===== config.mk =====
export PLATFORM = sky130hd
export DESIGN_NAME = tcf_top
export DESIGN_NICKNAME = d
export VERILOG_FILES = /design/src/hw/tcf_pkg.sv /design/src/hw/tcf_chan_if.sv /design/src/hw/tcf_compare.sv /design/src/hw/tcf_counter.sv /design/src/hw/tcf_top.sv
export SDC_FILE = /design/constraint.sdc
export NUM_CORES = 1
export LEC_CHECK = 0
export BUFFER_PORTS_ARGS = -buffer_cell sky130_fd_sc_hd__buf_4
export CORE_MARGIN = 4
export CORE_UTILIZATION = 25
export CTS_CLUSTER_DIAMETER = 50
export DETAILED_ROUTE_END_ITERATION = 7
export HOLD_SLACK_MARGIN = 0.1
export PLACE_DENSITY = 0.47
export SLEW_MARGIN = 10
export SYNTH_ARGS = -nofsm -noshare
export SYNTH_HDL_FRONTEND = slang
export SYNTH_SLANG_ARGS = --single-unit

===== constraint.sdc =====
create_clock -name pclk -period 7.2 [get_ports pclk]
set_clock_uncertainty 0.2 [all_clocks]
set_input_delay 0.36 -clock pclk [delete_from_list [all_inputs] [get_ports pclk]]
set_output_delay 0.36 -clock pclk [all_outputs]
set_load 0.02 [all_outputs]

===== src/hw/tcf_pkg.sv =====
// shared constants of the timer compare and flag unit
package tcf_pkg;

   // register indices; byte address is four times the index
   localparam int          ADDR_W            = 8;
   localparam logic [5:0]  REG_SELECT_IDX    = 6'h00;
   localparam logic [5:0]  REG_MASK_IDX      = 6'h02;
   localparam logic [5:0]  REG_DATA_IDX      = 6'h03;
   localparam logic [5:0]  REG_CNT_HI_IDX    = 6'h04;
   localparam logic [5:0]  REG_CNT_LO_IDX    = 6'h05;
   localparam logic [5:0]  REG_CTRL_IDX      = 6'h06;
   localparam logic [5:0]  REG_CHFLAG_IDX    = 6'h0e;
   localparam logic [5:0]  REG_OVFLAG_IDX    = 6'h0f;
   localparam logic [5:0]  REG_CHAN_BASE_IDX = 6'h10;
   localparam logic [5:0]  REG_CHAN_LAST_IDX = 6'h1f;
   localparam logic [5:0]  REG_IRQ_STAT_IDX  = 6'h20;
   localparam logic [5:0]  REG_IRQ_MASK_IDX  = 6'h21;

   // field positions
   localparam int          CTRL_ENABLE_BIT   = 7;
   localparam int          CTRL_FAST_CLR_BIT = 4;
   localparam int          OVF_FLAG_BIT      = 7;
   localparam int          IRQ_OVF_BIT       = 8;
   localparam int          IRQ_W             = 9;

   // reset values and limits
   localparam logic [7:0]  RST_BYTE          = 8'h00;
   localparam logic [15:0] RST_COUNT         = 16'h0000;
   localparam logic [15:0] COUNT_MAX         = 16'hffff;
   localparam logic [IRQ_W-1:0] RST_IRQ      = 9'h000;

   typedef logic [15:0] tcf_word_t;

endpackage


===== src/hw/tcf_chan_if.sv =====
// signals between the register side and the channel compare logic
`timescale 1ns/1ps
interface tcf_chan_if #(parameter int NCH = 8);
   import tcf_pkg::*;
   logic              enable;
   tcf_word_t         count;
   logic [NCH-1:0]    select;
   logic [NCH-1:0]    mask;
   logic [NCH-1:0]    odata;
   logic [NCH-1:0]    pin;
   tcf_word_t         value [NCH];
   logic [NCH-1:0]    cmp_hit;
   logic [NCH-1:0]    cap_hit;
   logic [NCH-1:0]    port_q;
   logic [NCH-1:0]    port_oe_n;

   modport regs (output enable, count, select, mask, odata, pin, value,
                 input  cmp_hit, cap_hit, port_q, port_oe_n);
   modport unit (input  enable, count, select, mask, odata, pin, value,
                 output cmp_hit, cap_hit, port_q, port_oe_n);
endinterface


===== src/hw/tcf_compare.sv =====
// per-channel compare and capture detect, port data and pin drive
`timescale 1ns/1ps
module tcf_compare #(parameter int NCH = 8) (
   input  wire logic pclk,
   input  wire logic presetn,
   tcf_chan_if.unit  ch
);
   import tcf_pkg::*;

   logic [NCH-1:0] pin_prev_reg;
   logic [NCH-1:0] port_reg;
   logic [NCH-1:0] port_next;

   generate
      for (genvar i = 0; i < NCH; i++) begin : g_ch
         assign ch.cmp_hit[i] = ch.enable & ch.select[i] &
                                (ch.count == ch.value[i]);
         assign ch.cap_hit[i] = ch.enable & ~ch.select[i] &
                                ch.pin[i] & ~pin_prev_reg[i];
         // pin drives when masked compare, channel 7 on its own select
         if (i == NCH - 1) begin : g_top
            assign ch.port_oe_n[i] = ~ch.select[i];
         end else begin : g_low
            assign ch.port_oe_n[i] = ~(ch.select[i] & ch.mask[i]);
         end
      end
   endgenerate

   assign ch.port_q = port_reg;

   always_comb begin
      // a plain compare toggles its own port bit
      port_next = port_reg ^ ch.cmp_hit;
      if (ch.cmp_hit[NCH-1]) begin
         port_next = (port_next & ~ch.mask) | (ch.odata & ch.mask);
      end
   end

   always_ff @(posedge pclk or negedge presetn) begin
      if (!presetn) begin
         pin_prev_reg <= '0;
      end else begin
         pin_prev_reg <= ch.pin;
      end
   end

   always_ff @(posedge pclk or negedge presetn) begin
      if (!presetn) begin
         port_reg <= '0;
      end else begin
         port_reg <= port_next;
      end
   end
endmodule


===== src/hw/tcf_counter.sv =====
// free-running counter with byte writes and wrap detect
`timescale 1ns/1ps
module tcf_counter #(parameter int W = 16) (
   input  wire logic         pclk,
   input  wire logic         presetn,
   input  wire logic         enable,
   input  wire logic         wr_hi,
   input  wire logic         wr_lo,
   input  wire logic [7:0]   wbyte,
   output logic      [W-1:0] count,
   output logic              wrap
);
   import tcf_pkg::*;

   logic [W-1:0] count_reg;

   assign count = count_reg;
   assign wrap  = enable & ~wr_hi & ~wr_lo & (count_reg == COUNT_MAX);

   // software write wins over the increment in the same cycle
   always_ff @(posedge pclk or negedge presetn) begin
      if (!presetn) begin
         count_reg <= RST_COUNT;
      end else if (wr_hi) begin
         count_reg <= {wbyte, count_reg[7:0]};
      end else if (wr_lo) begin
         count_reg <= {count_reg[W-1:8], wbyte};
      end else if (enable) begin
         count_reg <= count_reg + 1'b1;
      end
   end
endmodule


===== src/hw/tcf_top.sv =====
// timer compare and flag unit: apb registers, flags and interrupt
`timescale 1ns/1ps
module tcf_top #(
   parameter int NCH = 8
) (
   input  wire logic                       pclk,
   input  wire logic                       presetn,
   input  wire logic [tcf_pkg::ADDR_W-1:0] paddr,
   input  wire logic                       psel,
   input  wire logic                       penable,
   input  wire logic                       pwrite,
   input  wire logic [31:0]                pwdata,
   output logic      [31:0]                prdata,
   output logic                            pready,
   output logic                            pslverr,
   input  wire logic [NCH-1:0]             timer_pin_in,
   output logic      [NCH-1:0]             timer_pin_out,
   output logic      [NCH-1:0]             timer_pin_oe_n,
   output logic                            irq
);
   import tcf_pkg::*;

   ////////////////////////////////////////////////////////////////////
   // declarations

   tcf_chan_if #(.NCH(NCH)) ch ();

   logic [NCH-1:0]   pin_meta_reg;
   logic [NCH-1:0]   pin_sync_reg;

   logic [NCH-1:0]   select_reg;
   logic [NCH-1:0]   mask_reg;
   logic [NCH-1:0]   data_reg;
   logic             enable_reg;
   logic             fast_clr_reg;
   logic [NCH-1:0]   chflag_reg;
   logic [NCH-1:0]   chflag_next;
   logic             ovflag_reg;
   logic             ovflag_next;
   tcf_word_t        value_reg [NCH];
   logic [IRQ_W-1:0] irq_stat_reg;
   logic [IRQ_W-1:0] irq_mask_reg;
   logic [31:0]      prdata_reg;

   logic [5:0]       idx;
   logic             mapped;
   logic             setup;
   logic             access;
   logic             wr;
   logic             rd;
   logic [7:0]       wbyte;
   logic [31:0]      rd_mux;

   tcf_word_t        count;
   logic             wrap;
   logic             cnt_access;
   logic [NCH-1:0]   chflag_clr;
   logic [NCH-1:0]   chflag_set;
   logic [NCH-1:0]   fast_clr;
   logic [IRQ_W-1:0] irq_events;

   ////////////////////////////////////////////////////////////////////
   // decode helpers

   function automatic logic reg_mapped(input logic [5:0] i);
      reg_mapped = (i == REG_SELECT_IDX)   || (i == REG_MASK_IDX)     ||
                   (i == REG_DATA_IDX)     || (i == REG_CNT_HI_IDX)   ||
                   (i == REG_CNT_LO_IDX)   || (i == REG_CTRL_IDX)     ||
                   (i == REG_CHFLAG_IDX)   || (i == REG_OVFLAG_IDX)   ||
                   (i == REG_IRQ_STAT_IDX) || (i == REG_IRQ_MASK_IDX) ||
                   ((i >= REG_CHAN_BASE_IDX) && (i <= REG_CHAN_LAST_IDX));
   endfunction

   function automatic logic is_chan(input logic [5:0] i,
                                    input int         c);
      is_chan = ((i >= REG_CHAN_BASE_IDX) && (i <= REG_CHAN_LAST_IDX) &&
                 (int'(i[3:1]) == c));
   endfunction

   ////////////////////////////////////////////////////////////////////
   // apb slave

   assign idx     = paddr[ADDR_W-1:2];
   assign mapped  = reg_mapped(idx) && (paddr[1:0] == 2'b00);
   assign setup   = psel & ~penable;
   assign access  = psel & penable;
   assign wr      = access & pwrite & mapped;
   assign rd      = access & ~pwrite & mapped;
   assign wbyte   = pwdata[7:0];

   // zero wait: read data is latched in the setup cycle
   assign pready  = 1'b1;
   assign pslverr = access & ~mapped;
   assign prdata  = prdata_reg;

   always_comb begin
      rd_mux = '0;
      case (idx)
         REG_SELECT_IDX:   rd_mux[NCH-1:0] = select_reg;
         REG_MASK_IDX:     rd_mux[NCH-1:0] = mask_reg;
         REG_DATA_IDX:     rd_mux[NCH-1:0] = data_reg;
         REG_CNT_HI_IDX:   rd_mux[7:0] = count[15:8];
         REG_CNT_LO_IDX:   rd_mux[7:0] = count[7:0];
         REG_CTRL_IDX: begin
            rd_mux[CTRL_ENABLE_BIT]   = enable_reg;
            rd_mux[CTRL_FAST_CLR_BIT] = fast_clr_reg;
         end
         REG_CHFLAG_IDX:   rd_mux[NCH-1:0] = chflag_reg;
         REG_OVFLAG_IDX:   rd_mux[OVF_FLAG_BIT] = ovflag_reg;
         REG_IRQ_STAT_IDX: rd_mux[IRQ_W-1:0] = irq_stat_reg;
         REG_IRQ_MASK_IDX: rd_mux[IRQ_W-1:0] = irq_mask_reg;
         default: begin
            if (idx >= REG_CHAN_BASE_IDX && idx <= REG_CHAN_LAST_IDX) begin
               if (idx[0] == 1'b0) begin
                  rd_mux[7:0] = value_reg[idx[3:1]][15:8];
               end else begin
                  rd_mux[7:0] = value_reg[idx[3:1]][7:0];
               end
            end
         end
      endcase
   end

   always_ff @(posedge pclk or negedge presetn) begin
      if (!presetn) begin
         prdata_reg <= '0;
      end else if (setup && !pwrite) begin
         prdata_reg <= mapped ? rd_mux : 32'h0000_0000;
      end
   end

   ////////////////////////////////////////////////////////////////////
   // pin synchroniser

   always_ff @(posedge pclk or negedge presetn) begin
      if (!presetn) begin
         pin_meta_reg <= '0;
         pin_sync_reg <= '0;
      end else begin
         pin_meta_reg <= timer_pin_in;
         pin_sync_reg <= pin_meta_reg;
      end
   end

   ////////////////////////////////////////////////////////////////////
   // control registers

   always_ff @(posedge pclk or negedge presetn) begin
      if (!presetn) begin
         select_reg   <= RST_BYTE;
         mask_reg     <= RST_BYTE;
         data_reg     <= RST_BYTE;
         enable_reg   <= 1'b0;
         fast_clr_reg <= 1'b0;
         irq_mask_reg <= RST_IRQ;
      end else if (wr) begin
         case (idx)
            REG_SELECT_IDX:   select_reg <= wbyte[NCH-1:0];
            REG_MASK_IDX:     mask_reg   <= wbyte[NCH-1:0];
            REG_DATA_IDX:     data_reg   <= wbyte[NCH-1:0];
            REG_CTRL_IDX: begin
               enable_reg   <= wbyte[CTRL_ENABLE_BIT];
               fast_clr_reg <= wbyte[CTRL_FAST_CLR_BIT];
            end
            REG_IRQ_MASK_IDX: irq_mask_reg <= pwdata[IRQ_W-1:0];
            default: ;
         endcase
      end
   end

   ////////////////////////////////////////////////////////////////////
   // counter

   assign cnt_access = (wr | rd) &
                       ((idx == REG_CNT_HI_IDX) || (idx == REG_CNT_LO_IDX));

   tcf_counter #(.W(16)) u_counter (
      .pclk    (pclk),
      .presetn (presetn),
      .enable  (enable_reg),
      .wr_hi   (wr && (idx == REG_CNT_HI_IDX)),
      .wr_lo   (wr && (idx == REG_CNT_LO_IDX)),
      .wbyte   (wbyte),
      .count   (count),
      .wrap    (wrap)
   );

   ////////////////////////////////////////////////////////////////////
   // channel logic

   assign ch.enable = enable_reg;
   assign ch.count  = count;
   assign ch.select = select_reg;
   assign ch.mask   = mask_reg;
   assign ch.odata  = data_reg;
   assign ch.pin    = pin_sync_reg;

   tcf_compare #(.NCH(NCH)) u_compare (
      .pclk    (pclk),
      .presetn (presetn),
      .ch      (ch.unit)
   );

   assign timer_pin_out  = ch.port_q;
   assign timer_pin_oe_n = ch.port_oe_n;

   // a capture in the same cycle as a write keeps the captured count
   generate
      for (genvar c = 0; c < NCH; c++) begin : g_val
         assign ch.value[c] = value_reg[c];

         always_ff @(posedge pclk or negedge presetn) begin
            if (!presetn) begin
               value_reg[c] <= RST_COUNT;
            end else if (ch.cap_hit[c]) begin
               value_reg[c] <= count;
            end else if (wr && is_chan(idx, c)) begin
               if (idx[0] == 1'b0) begin
                  value_reg[c] <= {wbyte, value_reg[c][7:0]};
               end else begin
                  value_reg[c] <= {value_reg[c][15:8], wbyte};
               end
            end
         end

         assign fast_clr[c] = fast_clr_reg && is_chan(idx, c) &&
                              ((rd && !select_reg[c]) ||
                               (wr && select_reg[c]));
      end
   endgenerate

   ////////////////////////////////////////////////////////////////////
   // flags

   assign chflag_set = ch.cmp_hit | ch.cap_hit;

   assign chflag_clr = ((wr && idx == REG_CHFLAG_IDX && enable_reg) ?
                        wbyte[NCH-1:0] : '0) | fast_clr;

   // set wins over a clear in the same cycle
   assign chflag_next = (chflag_reg & ~chflag_clr) | chflag_set;

   always_comb begin
      ovflag_next = ovflag_reg;
      if (wr && idx == REG_OVFLAG_IDX && enable_reg &&
          wbyte[OVF_FLAG_BIT]) begin
         ovflag_next = 1'b0;
      end
      if (fast_clr_reg && cnt_access) begin
         ovflag_next = 1'b0;
      end
      if (wrap) begin
         ovflag_next = 1'b1;
      end
   end

   always_ff @(posedge pclk or negedge presetn) begin
      if (!presetn) begin
         chflag_reg <= RST_BYTE;
         ovflag_reg <= 1'b0;
      end else begin
         chflag_reg <= chflag_next;
         ovflag_reg <= ovflag_next;
      end
   end

   ////////////////////////////////////////////////////////////////////
   // interrupt

   assign irq_events = {wrap, chflag_set};

   // read of the status register clears it; new events still land
   // read data was latched in setup, so only the bits it reported are
   // cleared: an event that lands on the setup edge is not lost
   always_ff @(posedge pclk or negedge presetn) begin
      if (!presetn) begin
         irq_stat_reg <= RST_IRQ;
      end else if (rd && idx == REG_IRQ_STAT_IDX) begin
         irq_stat_reg <= (irq_stat_reg & ~prdata_reg[IRQ_W-1:0]) |
                         irq_events;
      end else begin
         irq_stat_reg <= irq_stat_reg | irq_events;
      end
   end

   assign irq = |(irq_stat_reg & irq_mask_reg);

endmodule

==> impl_metrics.toml, run 1 <==
[setup_path]
r2r_cells = 7
r2r-start = "u_counter.count[10]"
crit_end = "u_compare.ch.port_q[0]"
crit_arrival_ps = 3680
worstPathMaxFanout = 16
cp_data_required_time_ps = 7430
crit_type = "register to register"
start_kind = "register"
rrSetupSlack_ps = 3750
worstReg2RegEnd = "u_compare.ch.port_q[0]"
startpoint = "u_counter.count[10]"
crit_path_end_kind = "register"

[route]
drt_wl_total_mm = 55.6
viasPerCell = 5.11
detail_route.first_pass.iterations = 6
vias = 12219
drc = 0
wire_per_inst_um = 23.3
drt_iter0_drc = 1171
ant_nets = 0

[global_routing]
grt_pass1_vias = 12081
grt.overflow.total = 0
grt_max_degree = 170
grt_pass1_wl_mm = 81.8
grt_use_total = 0.179
antenna_found_initial = 1

[cells_and_area]
fin_nets = 1659
multiInputGateArea_um2 = 7750
drive_gt1_frac = 0.170
sequential_cell_area_um2 = 5960
area_growth_pct = 18.7
fillers = 5858
antenna_cells = 0
largest_register_ffs = 128

[sta]
relSlewSlack = 0.179
fin_crit_sh = 0.479
fin_ws_ps = 3750
slew_violations = 0
worst_slew_pin_slew_ps = 1230
grt_setup_unrepaired = "false"
max_freq_mhz = 290
hold_viol_final = 0
finalCriticalPeriod_ps = 3450
finalSetupViolations = 0
tns_ps = 0

[logic_synthesis]
async_reset_ff_frac = 1.00
yosys-top-cells-area = "dfrtp_1 42%, a21oi_1 9.2%, nor2_1 7.7%"
synth_most_common_cell = "nor2_1"
synth_top_area_frac = 0.417
synth_edf_count = 0
ys_types = 73
syn_area_um2 = 14300
syn_avg_cell_area_um2 = 9.05
ys_seq_elements = 238
yosysSeqAreaShare = 0.417
synth_common_cells = "293 x nor2_1, 263 x a21oi_1, 238 x dfrtp_1, 100 x nand2_1, 100 x xnor2_1"
synth_top_flop_cell = "dfrtp_1"
yosys.area.top_type = "dfrtp_1"
syn_inst = 1579
synth_warnings = 0

[pwr]
vdd_drop_max_uv = 126
p_per_area_nw_per_um2 = 228
power_leakage_uw = 0.00724

[clocking]
hold_buffers = 20
cts_made_buffers = 39
cts_tree = "done"
cts_resized = 0
cts_setup_buffers = 0
cts_max_level = 2
cts.clk_slew.worst_paths_ps = 60
clockRootBuffer = "clkbuf_16"
cts.sinks = 238
clockBufferDepth = 3
clkLatencyLatePin_ps = 560

[floorplan]
die_y_um = 247
num_rows = 87
coreArea_um2 = 56500
start_util = 0.253
die_area_um2 = 61000
die_x_um = 247
io_pins = 104

[worst_hold_path]
worstHoldPathType = "input port to async pin"

[run]
maxCapViolations = 0

[status]
status = "completed"

[placement]
post-place-ws_ps = 3410
dp_hpwl_mm = 38.2
portBuffers = 56
gp_congestion = 0.940
## how the worst min path moves through the flow
stage,cells past startpoint,to,startpoint,slack [ps]
floorplan,0,async pin,presetn,-140
global placement,0,ch.pin[2],pin_meta_reg[2],130
detailed placement,0,ch.pin[2],pin_meta_reg[2],140
CTS,5,irq_stat_reg[8],pwrite,140
global route,0,ch.pin[0],pin_meta_reg[0],160
finish,2,ch.odata[3],presetn,140
## worst max-delay path, cell delays in order, from the launching register on
cell	delay (ps)
dfrtp_1	580
buf_4	340
xor2_1	150
nor4_1	290
nand4_1	200
nor4_4	1020
nand2_1	160
mux2_1	350
## power breakdown
| group | internal [uW] | switching (uW) | total [uW] |
|---|---|---|---|
| Clock | 1170 | 724 | 1890 |
| Sequential | 1410 | 76.7 | 1490 |
| Combinational | 182 | 295 | 477 |
## cells in the final DEF, fill, tap and decap left out, types with 6 or more instances in the layout
master,netlist,final
inv_1,8,8
nor2_1,293,293
dfrtp_1,238,238
mux4_2,31,31
a221oi_1,6,6
xor2_1,44,44
o21bai_1,14,14
nand2b_1,18,18
dlygate4sd3_1,0,20
nand3_1,28,28
xnor2_1,100,100
a22oi_1,9,9
clkinvlp_4,0,7
clkbuf_16,0,41
nand2_1,100,100
mux2_2,42,42
nor4bb_4,0,8
a211oi_1,6,6
buf_4,29,99
conb_1,2,24
o31ai_1,6,6
mux2i_1,29,29
o21ai_0,25,25
nand4_1,30,30
nor4_1,16,16
a21oi_1,263,263
nor3_1,7,7
## cell type report
class | instances | area share
inverters | 8 | 0.00177
clock buffers | 51 | 0.0657
repair buffers | 121 | 0.0577
flip-flops and latches | 238 | 0.351
multi-input cells | 1197 | 0.457
well taps | 756 | 0.0558
clock inverters | 19 | 0.0110
## per-layer routing
metal	wire length, um	share of wire	vias to the layer above	GRT usage
met5	13	0.00023	-	0
met2	25000	0.45	530	0.282
met3	4360	0.078	125	0.0311
li1	-	-	5524	-
met1	23800	0.43	6038	0.242
met4	2430	0.044	2	0.0766
## kinds of logic after synthesis
kind of cell             Yosys count  synth area share
XOR/XNOR                         144            0.0883
buffers and inverters            166            0.0552
other                              2          0.000526
adder cells (fa/ha/maj)            1          0.000876
AND/OR/NAND/NOR                  540             0.177
multiplexers                     104             0.104
AO/OA/AOI/OAI                    384             0.157
flip-flops                       238             0.417
## per-stage QoR
| step | hold slack, ps | utilization | cells | area, um^2 | total power, uW |
|---|---|---|---|---|---|
| CTS | 137 | 0.300 | 2390 | 17000 | 3900 |
| global placement | 135 | 0.274 | 2300 | 15500 | 1970 |
| floorplan | -136 | - | 1601 | 14400 | 1790 |
| finish | 145 | 0.300 | 2390 | 17000 | 3860 |
| global route | 160 | 0.300 | 2390 | 17000 | 4000 |
| detailed placement | 137 | 0.274 | 2300 | 15500 | 1970 |
(Power assumes the default switching activity.)
==> inputs of run 2 (changes only) <==
==> constraint.sdc (replaced) <==
create_clock -name pclk -period 3.4 [get_ports pclk]
set_clock_uncertainty 0.2 [all_clocks]
set_input_delay 0.17 -clock pclk [delete_from_list [all_inputs] [get_ports pclk]]
set_output_delay 0.17 -clock pclk [all_outputs]
set_load 0.02 [all_outputs]
==> run 2 against run 1 <==
  * Via count grew 2.6%
  * Hold slack worse by 37 ps
  * Register-to-register slack got worse by 3500 ps
  * Final area up 2.6%
  * Critical path depth grew 2
  * Utilization increased by 0.80 points
  * First-iteration DRC count grew 21%
  * Wire length is 3.8% higher
  * Clock power grew 110%
  * Worst setup slack worse by 3700 ps
==> impl_metrics.toml, run 2 (synthesis results as in run 1) <==
[status]
status = "completed"

[floorplan]
die_y_um = 247
num_rows = 87
io_pins = 104
die_area_um2 = 61000
die_x_um = 247
coreArea_um2 = 56500
start_util = 0.253

[sta]
max_freq_mhz = 301
hold_viol_final = 0
finalCriticalPeriod_ps = 3320
tns_ps = 0
relSlewSlack = 0.349
grt_setup_unrepaired = "false"
slew_violations = 0
fin_crit_sh = 0.976
worst_slew_pin_slew_ps = 973
finalSetupViolations = 0

[pwr]
p_sw_uw = 2320
fin_total_pwr_uw = 8110
pwr-share-clk = 0.480
p_sw_frac = 0.287
intPower_uw = 5780
power_leakage_uw = 0.00749
vdd_drop_max_uv = 357
comb_power_share = 0.129
p_per_area_nw_per_um2 = 466
power_frac_seq = 0.391

[setup_path]
cp_data_required_time_ps = 3630
crit_end = "u_counter.count[1]"
r2r_cells = 8
startpoint = "paddr[0]"
crit_type = "input port to register"
worstReg2RegEnd = "u_compare.ch.port_q[6]"
rrSetupSlack_ps = 290
r2r-start = "u_counter.count[12]"
crit_path_end_kind = "register"
worstPathMaxFanout = 10
start_kind = "input port"
crit_arrival_ps = 3550

[placement]
portBuffers = 56
gp_congestion = 0.943
dp_hpwl_mm = 41.3

[route]
viasPerCell = 5.15
drc = 0
drt_iter0_drc = 1417
vias = 12539
wire_per_inst_um = 23.7
detail_route.first_pass.iterations = 5
drt_wl_total_mm = 57.7
ant_nets = 0

[global_routing]
antenna_found_initial = 1
grt.overflow.total = 0
grt_pass1_vias = 12123
grt_max_degree = 70
grt_pass1_wl_mm = 84.6
grt_use_total = 0.186

[clocking]
clkLatencyLatePin_ps = 550
clockRootBuffer = "clkbuf_16"
cts_max_level = 2
cts_made_buffers = 37
cts_setup_buffers = 0
clockBufferDepth = 3
cts.sinks = 238
cts_tree = "done"
cts.clk_slew.worst_paths_ps = 60

[cells_and_area]
area_growth_pct = 21.8
largest_register_ffs = 128
final_cell_mix = "293 x nor2_1, 263 x a21oi_1, 238 x dfrtp_1, 127 x buf_4"
fin_nets = 1707
antenna_cells = 0
drive_gt1_frac = 0.184
final_common_cell = "nor2_1"

[worst_hold_path]
min_path_cells = 2
worstHoldPathType = "input port to register"

[run]
maxCapViolations = 0
## run 2: cell types whose count changed in the layout (fill, tap and decap cells not counted), moves of 4 or more
cell,before,now
clkinvlp_4,7,3
clkinv_4,1,5
buf_12,1,6
dlygate4sd3_1,20,36
clkbuf_16,41,37
buf_4,99,127
## run 2: power by group through the flow
stage | Sequential, uW | Clock, uW | Combinational [uW]
2_1_floorplan | 3140 | 0 | 655
6_report | 3170 | 3900 | 1040
5_1_grt | 3180 | 4090 | 1130
3_5_place_dp | 3220 | 0 | 994
3_3_place_gp | 3210 | 0 | 987
4_1_cts | 3170 | 3970 | 1040
## run 2: per-stage QoR
| stage | cells | utilization | setup slack [ps] | hold WS (ps) | cell area, um^2 |
|---|---|---|---|---|---|
| final | 2437 | 0.308 | 80.3 | 108 | 17400 |
| after global routing | 2437 | 0.308 | 17.0 | 112 | 17400 |
| after CTS | 2437 | 0.308 | 116 | 100 | 17400 |
| after detailed placement | 2333 | 0.279 | 448 | 2.91 | 15800 |
| after global placement | 2333 | 0.279 | 453 | 9.91 | 15800 |
| after floorplan | 1601 | - | 1040 | -326 | 14400 |
## run 2: what timing repair did
action,4_1_cts,5_1_grt
endpoints found under the hold margin,321,0
hold buffers,37,0
gates resized for setup,0,0
setup endpoints to repair,0,1
## run 2: how the worst min path moves through the flow
stage                     from                endpoint
2_1_floorplan          presetn               async pin
3_3_place_gp           presetn  u_compare.ch.port_q[3]
3_5_place_dp           presetn  u_compare.ch.port_q[3]
4_1_cts        timer_pin_in[1]         pin_meta_reg[1]
5_1_grt        timer_pin_in[4]         pin_meta_reg[4]
6_report       timer_pin_in[4]         pin_meta_reg[4]
## run 2: worst max-delay path, stage by stage
cell and delay [ps]:
dlygate4sd3_1 530, buf_4 150, nand4bb_4 280, dlygate4sd3_1 720
nor4_4 520, nand2_1 340, o22ai_1 200, dlygate4sd3_1 590
nor2_1 50
## run 2: layout make-up
type,count,area (um^2)
clock buffer,45,976
clock inverter,22,262
fill,5898,39100
inverter,8,30.0
multi-input combinational,1197,7760
sequential,238,5960
tap,756,946
timing repair buffer,171,1480
## run 2: routing by layer
metal | wire length, um | share of wire | up-vias | track usage
met3 | 4530 | 0.079 | 121 | 0.0347
met4 | 2180 | 0.038 | 2 | 0.0674
met5 | 39 | 0.00068 | - | 0
met1 | 24900 | 0.43 | 6211 | 0.257
li1 | - | - | 5634 | -
met2 | 26100 | 0.45 | 571 | 0.291
